File: src/logic/aopc_consts.vh
// Operation
// - Reset acts at once, without clock.
// - Reset clears state, bus low, valid high.
// - Valid goes low second rising edge after.
// - Shared clock and reset give lockstep devices.
// - Output is 16-bit two's complement.
// - Over positive scale clips 7FFF, flag set.
// - Under negative scale clips 8000, flag set.
// - Flag rises on delivering valid edge.
// - Flag clears on first in-range edge.
// - Valid falling edge marks a new sample.
// - Bus driven only when both strobes low.
// - Reference select high disables internal reference.
// - All conversion timed from sample clock.
// - Decimation select low decimates by eight.
// - Decimation select high decimates by four.
// - Power-down low stops conversion and internal reference.
`ifndef AOPC_CONSTS_VH
`define AOPC_CONSTS_VH
`define AOPC_WIDTH      16
`define AOPC_ACC_W      20
`define AOPC_POS_FULL   16'h7FFF
`define AOPC_NEG_FULL   16'h8000
`define AOPC_DECIM_LO   4'h8
`define AOPC_DECIM_HI   4'h4
`define AOPC_ADR_CTRL   4'h0
`define AOPC_ADR_STAT   4'h4
`define AOPC_ADR_DATA   4'h8
`define AOPC_ADR_RAW    4'hC
`define AOPC_CTRL_RST   16'h0001
`endif

File: src/logic/aopc_decim.v
`timescale 1ns/1ps
// ***********************************************************************
// Decimator: accumulates modulator words, clips and flags.
// ***********************************************************************
`include "aopc_consts.vh"
module aopc_decim
(
  input  wire                   CLK,
  input  wire                   RST,
  input  wire                   EN,
  input  wire                   DECIM_SEL,
  input  wire signed [15:0]     MOD_IN,
  output reg                    STROBE,
  output reg  [15:0]            WORD,
  output reg                    RANGE
);
  reg signed [19:0] acc_ff;
  reg [3:0]         cnt_ff;
  reg               phase_ff;
  wire [3:0]        ratio;
  wire signed [19:0] sum;
  wire signed [19:0] avg;
  assign ratio = DECIM_SEL ? `AOPC_DECIM_HI : `AOPC_DECIM_LO;
  assign sum = acc_ff + {{4{MOD_IN[15]}}, MOD_IN};
  assign avg = DECIM_SEL ? (sum >>> 1) : (sum >>> 2);
  always @(posedge CLK or posedge RST)
  begin
    if (RST)
    begin
      acc_ff   <= 20'h00000;
      cnt_ff   <= 4'h0;
      phase_ff <= 1'b0;
      STROBE   <= 1'b0;
      WORD     <= 16'h0000;
      RANGE    <= 1'b0;
    end
    else if (EN)
    begin
      phase_ff <= 1'b1;
      STROBE   <= 1'b0;
      if (phase_ff && (cnt_ff >= ratio - 4'h1))
      begin
        cnt_ff <= 4'h0;
        acc_ff <= 20'h00000;
        STROBE <= 1'b1;
        if (avg > $signed(20'h07FFF))
        begin
          WORD  <= `AOPC_POS_FULL;
          RANGE <= 1'b1;
        end
        else if (avg < $signed(20'hF8000))
        begin
          WORD  <= `AOPC_NEG_FULL;
          RANGE <= 1'b1;
        end
        else
        begin
          WORD  <= avg[15:0];
          RANGE <= 1'b0;
        end
      end
      else if (phase_ff)
      begin
        cnt_ff <= cnt_ff + 4'h1;
        acc_ff <= sum;
      end
    end
    else
      STROBE <= 1'b0;
  end
endmodule // aopc_decim

File: src/logic/aopc_top.v
`timescale 1ns/1ps
// ***********************************************************************
// Output port control top.
// ***********************************************************************
`include "aopc_consts.vh"
module aopc_top
(
  input  wire                   CLK,
  input  wire                   SYS_RST,
  input  wire                   RESET_N,
  input  wire                   POWER_DOWN_N,
  input  wire                   DECIM_SELECT,
  input  wire                   EXT_REF_SELECT,
  input  wire [15:0]            MOD_IN,
  input  wire                   CS_N,
  input  wire                   RD_N,
  output wire [15:0]            DOUT_O,
  output wire                   DOUT_OE,
  output reg                    SAMPLE_VALID_N,
  output reg                    RANGE_FLAG,
  output wire                   INT_REF_EN,
  input  wire [3:0]             AWADDR,
  input  wire                   AWVALID,
  output wire                   AWREADY,
  input  wire [31:0]            WDATA,
  input  wire [3:0]             WSTRB,
  input  wire                   WVALID,
  output wire                   WREADY,
  output reg  [1:0]             BRESP,
  output reg                    BVALID,
  input  wire                   BREADY,
  input  wire [3:0]             ARADDR,
  input  wire                   ARVALID,
  output wire                   ARREADY,
  output reg  [31:0]            RDATA,
  output reg  [1:0]             RRESP,
  output reg                    RVALID,
  input  wire                   RREADY
);
  // ***********************************************************************
  // Reset combine and pin synchronisers.
  // ***********************************************************************
  reg        ctrl_rst_ff;
  reg        pd_s1_ff, pd_s2_ff;
  reg        dec_s1_ff, dec_s2_ff;
  reg        ref_s1_ff, ref_s2_ff;
  reg        cs_s1_ff, cs_s2_ff;
  reg        rd_s1_ff, rd_s2_ff;
  reg [15:0] mod_s1_ff, mod_s2_ff;
  reg [15:0] dout_ff;
  reg        seen_ff;
  reg        seen2_ff;
  wire       dig_rst;
  wire       strobe;
  wire [15:0] word;
  wire       rng;
  assign dig_rst = SYS_RST | ~RESET_N | ctrl_rst_ff;
  always @(posedge CLK)
  begin
    pd_s1_ff  <= POWER_DOWN_N;
    pd_s2_ff  <= pd_s1_ff;
    dec_s1_ff <= DECIM_SELECT;
    dec_s2_ff <= dec_s1_ff;
    ref_s1_ff <= EXT_REF_SELECT;
    ref_s2_ff <= ref_s1_ff;
    cs_s1_ff  <= CS_N;
    cs_s2_ff  <= cs_s1_ff;
    rd_s1_ff  <= RD_N;
    rd_s2_ff  <= rd_s1_ff;
    mod_s1_ff <= MOD_IN;
    mod_s2_ff <= mod_s1_ff;
  end
  assign INT_REF_EN = ~ref_s2_ff & pd_s2_ff;
  // ***********************************************************************
  // Conversion path, timed from CLK only.
  // ***********************************************************************
  aopc_decim u_decim
  (
    .CLK       (CLK),
    .RST       (dig_rst),
    .EN        (pd_s2_ff),
    .DECIM_SEL (dec_s2_ff),
    .MOD_IN    (mod_s2_ff),
    .STROBE    (strobe),
    .WORD      (word),
    .RANGE     (rng)
  );
  // ***********************************************************************
  // Sample-valid, data and range outputs.
  // ***********************************************************************
  always @(posedge CLK or posedge dig_rst)
  begin
    if (dig_rst)
    begin
      SAMPLE_VALID_N <= 1'b1;
      RANGE_FLAG     <= 1'b0;
      dout_ff        <= 16'h0000;
      seen_ff        <= 1'b0;
      seen2_ff       <= 1'b0;
    end
    else
    begin
      seen_ff  <= 1'b1;
      seen2_ff <= seen_ff;
      if (!seen_ff)
        SAMPLE_VALID_N <= 1'b1;
      else if (!seen2_ff)
        SAMPLE_VALID_N <= 1'b0;
      else if (strobe)
      begin
        SAMPLE_VALID_N <= 1'b0;
        dout_ff        <= word;
        RANGE_FLAG     <= rng;
      end
      else
        SAMPLE_VALID_N <= 1'b1;
    end
  end
  assign DOUT_OE = ~cs_s2_ff & ~rd_s2_ff & ~dig_rst;
  assign DOUT_O  = dig_rst ? 16'h0000 : dout_ff;
  // ***********************************************************************
  // AXI4-Lite slave.
  // ***********************************************************************
  reg        aw_ff, w_ff;
  reg [3:0]  awa_ff;
  reg [31:0] wd_ff;
  assign AWREADY = ~aw_ff & ~BVALID;
  assign WREADY  = ~w_ff & ~BVALID;
  assign ARREADY = ~RVALID;
  always @(posedge CLK)
  begin
    if (SYS_RST)
    begin
      aw_ff <= 1'b0;
      w_ff  <= 1'b0;
      awa_ff <= 4'h0;
      wd_ff <= 32'h00000000;
      BVALID <= 1'b0;
      BRESP  <= 2'b00;
      RVALID <= 1'b0;
      RRESP  <= 2'b00;
      RDATA  <= 32'h00000000;
      ctrl_rst_ff <= 1'b0;
    end
    else
    begin
      if (AWVALID && AWREADY)
      begin
        aw_ff  <= 1'b1;
        awa_ff <= AWADDR;
      end
      if (WVALID && WREADY)
      begin
        w_ff  <= 1'b1;
        wd_ff <= WDATA;
      end
      if (aw_ff && w_ff)
      begin
        aw_ff  <= 1'b0;
        w_ff   <= 1'b0;
        BVALID <= 1'b1;
        if (awa_ff == `AOPC_ADR_CTRL)
        begin
          BRESP <= 2'b00;
          ctrl_rst_ff <= wd_ff[0];
        end
        else
          BRESP <= 2'b10;
      end
      else if (BVALID && BREADY)
        BVALID <= 1'b0;
      if (ARVALID && ARREADY)
      begin
        RVALID <= 1'b1;
        RRESP  <= 2'b00;
        case (ARADDR)
          `AOPC_ADR_CTRL: RDATA <= {31'h00000000, ctrl_rst_ff};
          `AOPC_ADR_STAT: RDATA <= {29'h00000000, INT_REF_EN,
                                    RANGE_FLAG, SAMPLE_VALID_N};
          `AOPC_ADR_DATA: RDATA <= {16'h0000, dout_ff};
          default:
          begin
            RDATA <= 32'h00000000;
            RRESP <= 2'b10;
          end
        endcase
      end
      else if (RVALID && RREADY)
        RVALID <= 1'b0;
    end
  end
endmodule // aopc_top

File: config.mk
export PLATFORM = sky130hd
export DESIGN_NAME = aopc_top
export DESIGN_NICKNAME = d
export VERILOG_FILES = /design/src/logic/aopc_decim.v /design/src/logic/aopc_top.v
export VERILOG_INCLUDE_DIRS = /design/src /design/src/logic
export SDC_FILE = /design/constraint.sdc
export NUM_CORES = 1
export LEC_CHECK = 0
export BUFFER_PORTS_ARGS = -buffer_cell sky130_fd_sc_hd__buf_2
export CORE_ASPECT_RATIO = 2
export CORE_MARGIN = 2
export CORE_UTILIZATION = 58
export DETAILED_ROUTE_END_ITERATION = 7
export PLACE_DENSITY_LB_ADDON = 0.2
export SLEW_MARGIN = 10
export SYNTH_ARGS = -nofsm -noshare
export SYNTH_HDL_FRONTEND = slang
export SYNTH_SLANG_ARGS = --single-unit
File: constraint.sdc
create_clock -name CLK -period 9.89 [get_ports CLK]
set_input_delay 2.4725 -clock CLK [delete_from_list [all_inputs] [get_ports CLK]]
set_output_delay 2.4725 -clock CLK [all_outputs]
set_load 0.05 [all_outputs]
==> impl_metrics.py <==
metrics = {
    "floorplanning": {
        "coreArea_um2": 9760,
        "row_count": 51,
        "die_w_um": 75.1,
        "die_y_um": 146,
        "ios": 134,
        "start_util_pct": 60.0,
        "die_area_um2": 11000,
    },
    "drt": {
        "dr.pass1.iters": 5,
        "drt-total-wl_um": 12400,
        "drtIter0Drc": 179,
        "drc": 0,
        "ant_nets": 0,
        "vias_per_cell": 5.57,
        "wl_per_cell_um": 15.4,
        "vias": 4497,
    },
    "timing": {
        "fmax_ghz": 0.149,
        "min_period_over_period_pct": 67.8,
        "worst_slew_pin_slew_ns": 1.01,
        "post-route-min-period_ns": 6.71,
        "skew_ns": 0.00681,
        "max_slew_margin_pct": 32.7,
        "hold_viol": 0,
        "drv_slew": 0,
        "tns_ns": 0,
        "finalSetupViolations": 0,
        "rsz0062_at_grt": "no",
        "fin_ws_ns": 3.18,
    },
    "final_layout": {
        "multi_input_area_um2": 2690,
        "area.sequential_um2": 2980,
        "finalNetCount": 757,
        "antenna_cells": 0,
        "utilization_pct": 71.1,
        "drive_gt1_share_pct": 23.6,
        "n_fill_cell": 759,
        "instances_no_fill": 807,
        "area_growth_syn_to_layout_pct": 18.5,
    },
    "clock_network": {
        "cts_resized": 0,
        "cts_root_buffer": "clkbuf_16",
        "clkLatencyLatePin_ns": 0.41,
        "cts_buffers": 17,
        "cts.sinks": 133,
        "hold_buffers": 0,
        "cts_max_path_buffers": 2,
        "cts_tree": "built",
        "htree_levels": 4,
        "clkSlewWorstSetupHoldPaths_ns": 0.06,
        "post_cts_buffers": 0,
    },
    "power": {
        "peakVddDrop_mv": 0.274,
        "p_leak_nw": 3.23,
        "power_density_nw_per_um2": 332,
        "pwr-share-seq_pct": 32.2,
        "pwr-share-clk_pct": 28.2,
        "switching_power_mw": 0.866,
        "comb_power_share_pct": 39.6,
        "power.internal_mw": 1.44,
        "swShare_pct": 37.5,
    },
    "critical_path": {
        "critPathSlowestCell": "buf_4",
        "max_stage_delay_ns": 0.72,
        "cp_cell_sequence": "buf_2, nor3b_2, buf_4, and2_1, buf_2",
        "cp_max_fo": 80,
        "cpLargestDelayFamily": "buffers and inverters",
        "cp_num_buf_inv": 3,
        "cp_common_cell": "buf_2",
        "arrival_ns": 4.23,
        "critPathKind": "input pin to output pin",
        "start_kind": "input pin",
        "cp.required_ns": 7.42,
        "cp-end-kind": "output pin",
    },
    "logic_synthesis": {
        "avgSynthCellArea_um2": 10.1,
        "synthArstFlopShare_pct": 47.4,
        "ys_types": 58,
        "ys_ff_latch": 133,
        "synth_edf_count": 0,
        "synth_area_um2": 5860,
        "ys_warn_count": 0,
        "syn-instance-count": 580,
        "seq_area_frac_synth_pct": 50.9,
        "synth_ff_type": "dfxtp_1",
    },
    "global_route": {
        "grt_pass1_vias": 4545,
        "grt_overflow": 0,
        "grt_pass1_wl_um": 20500,
        "antenna_found_initial": 0,
        "grtUsageTotal_pct": 24.3,
        "grt_start_max_net_pins": 81,
    },
    "min_path": {
        "min_path_type": "flip-flop to flip-flop",
    },
    "placement": {
        "place.gp.congestion": 0.822,
        "dp_hpwl_um": 9040,
        "dpl.cell_count": 775,
        "dp_slack_ns": 3.12,
        "portBuffers": 80,
    },
    "job": {
        "drv_cap": 0,
    },
    "run_status": {
        "outcome": "finished clean",
    },
}
==> cells by family (layout without fill, tap and decap cells) <==
family                     count (synthesis)  in the layout  share of synthesized area, %
muxes                                     32             32                          5.94
AOI/OAI and AO/OA                        140            140                          16.3
xor gates and xnor gates                  14             14                          2.09
and+or+nand+nor                          188            188                          15.4
adders and majority gates                 22             22                          4.83
buffers and inverters                     49            127                          4.46
other                                      2             19                         0.128
DFF                                      133            133                          50.9
==> layout make-up <==
type                       instances  share of cell area [%]
sequential                       133                    42.9
multi-input combinational        415                    38.7
clock buffer                      22                    7.61
timing repair buffer              85                    6.31
tap                              132                    2.38
clock inverter                    10                    1.51
inverter                          10                   0.541
==> cell usage after synthesis, drive strengths merged (3+ instances only) <==
library cell / n / area, um^2
a21o: 8 / 60.1
dfrtp: 62 / 1550
o21bai: 6 / 63.8
buf: 22 / 160
xor2: 5 / 43.8
dfxtp: 70 / 1400
o211ai: 4 / 30.0
o21ai: 28 / 140
and2: 22 / 138
clkbuf: 17 / 63.8
xnor2: 9 / 78.8
a211o: 3 / 26.3
a22o: 12 / 105
o2bb2ai: 8 / 70.1
nand2: 51 / 191
mux2: 22 / 248
nand2b: 5 / 31.3
inv: 9 / 33.8
nand4: 3 / 18.8
nor3: 5 / 25.0
a21oi: 23 / 115
nor2b: 6 / 37.5
mux2i: 10 / 100
o22ai: 14 / 87.6
nand3: 10 / 50.1
a211oi: 7 / 52.6
a22oi: 16 / 120
nor2: 63 / 239
or2: 11 / 68.8
ha: 21 / 263
a31oi: 3 / 18.8
==> flip-flops by register name, summed over array words and instances (netlist names), 4 cells and up <==
signal / flops
RDATA: 16
awa_ff: 4
dout_ff: 16
mod_s1_ff: 16
mod_s2_ff: 16
u_decim.WORD: 16
u_decim.acc_ff: 20
u_decim.cnt_ff: 4
==> metrics by stage <==
step	power (mW)	hold slack, ns	cell area, um^2
floorplan	1.45	0.310	5920
global placement	1.62	0.310	6310
detailed placement	1.66	0.312	6310
CTS	2.32	0.326	6940
global route	2.46	0.330	6940
finish	2.31	0.325	6940
==> cell usage in the layout (no fill, tap or decap), drive strengths merged, types with 7 or more instances in the layout <==
master,instances
a21oi,23
buf,85
or2,11
o22ai,14
a22oi,16
and2,22
xnor2,9
nand3,10
mux2i,10
a22o,12
o2bb2ai,8
ha,21
clkbuf,22
a211oi,7
o21ai,28
mux2,22
clkinv,8
nand2,51
inv,11
nor2,63
dfrtp,62
dfxtp,70
conb,19
a21o,8
==> power by group through the flow <==
stage | registers (mW) | clock network (mW) | logic (mW)
final | 0.742 | 0.651 | 0.914
after global routing | 0.757 | 0.684 | 1.02
after CTS | 0.742 | 0.660 | 0.916
after detailed placement | 0.749 | 0 | 0.908
after global placement | 0.743 | 0 | 0.882
after floorplan | 0.740 | 0 | 0.713
==> layer usage <==
layer  part of all wire [%]  up-vias  global-route usage [%]
met1                     37     2181                    24.5
met3                    3.9       19                    5.11
met2                     58      111                    45.1
met4                    1.8        0                    10.4
li1                       -     2186                       -
met5                      0        -                       0
==> worst paths after layout <==
kind | end | cells after the start | slack [ns] | from
worst min register to register | mod_s2_ff[0] | 0 | 0.33 | mod_s1_ff[0]
worst max-delay path | DOUT_O[11] | 5 | 3.18 | SYS_RST
min in group asynchronous | dout_ff[3] | 2 | 0.70 | ctrl_rst_ff
worst min-delay path | mod_s2_ff[0] | 0 | 0.33 | mod_s1_ff[0]
max in group asynchronous | u_decim.acc_ff[15] | 3 | 6.59 | SYS_RST
worst max register to register | u_decim.RANGE | 10 | 6.50 | u_decim.acc_ff[0]
Power figures use the tool's default switching activity.
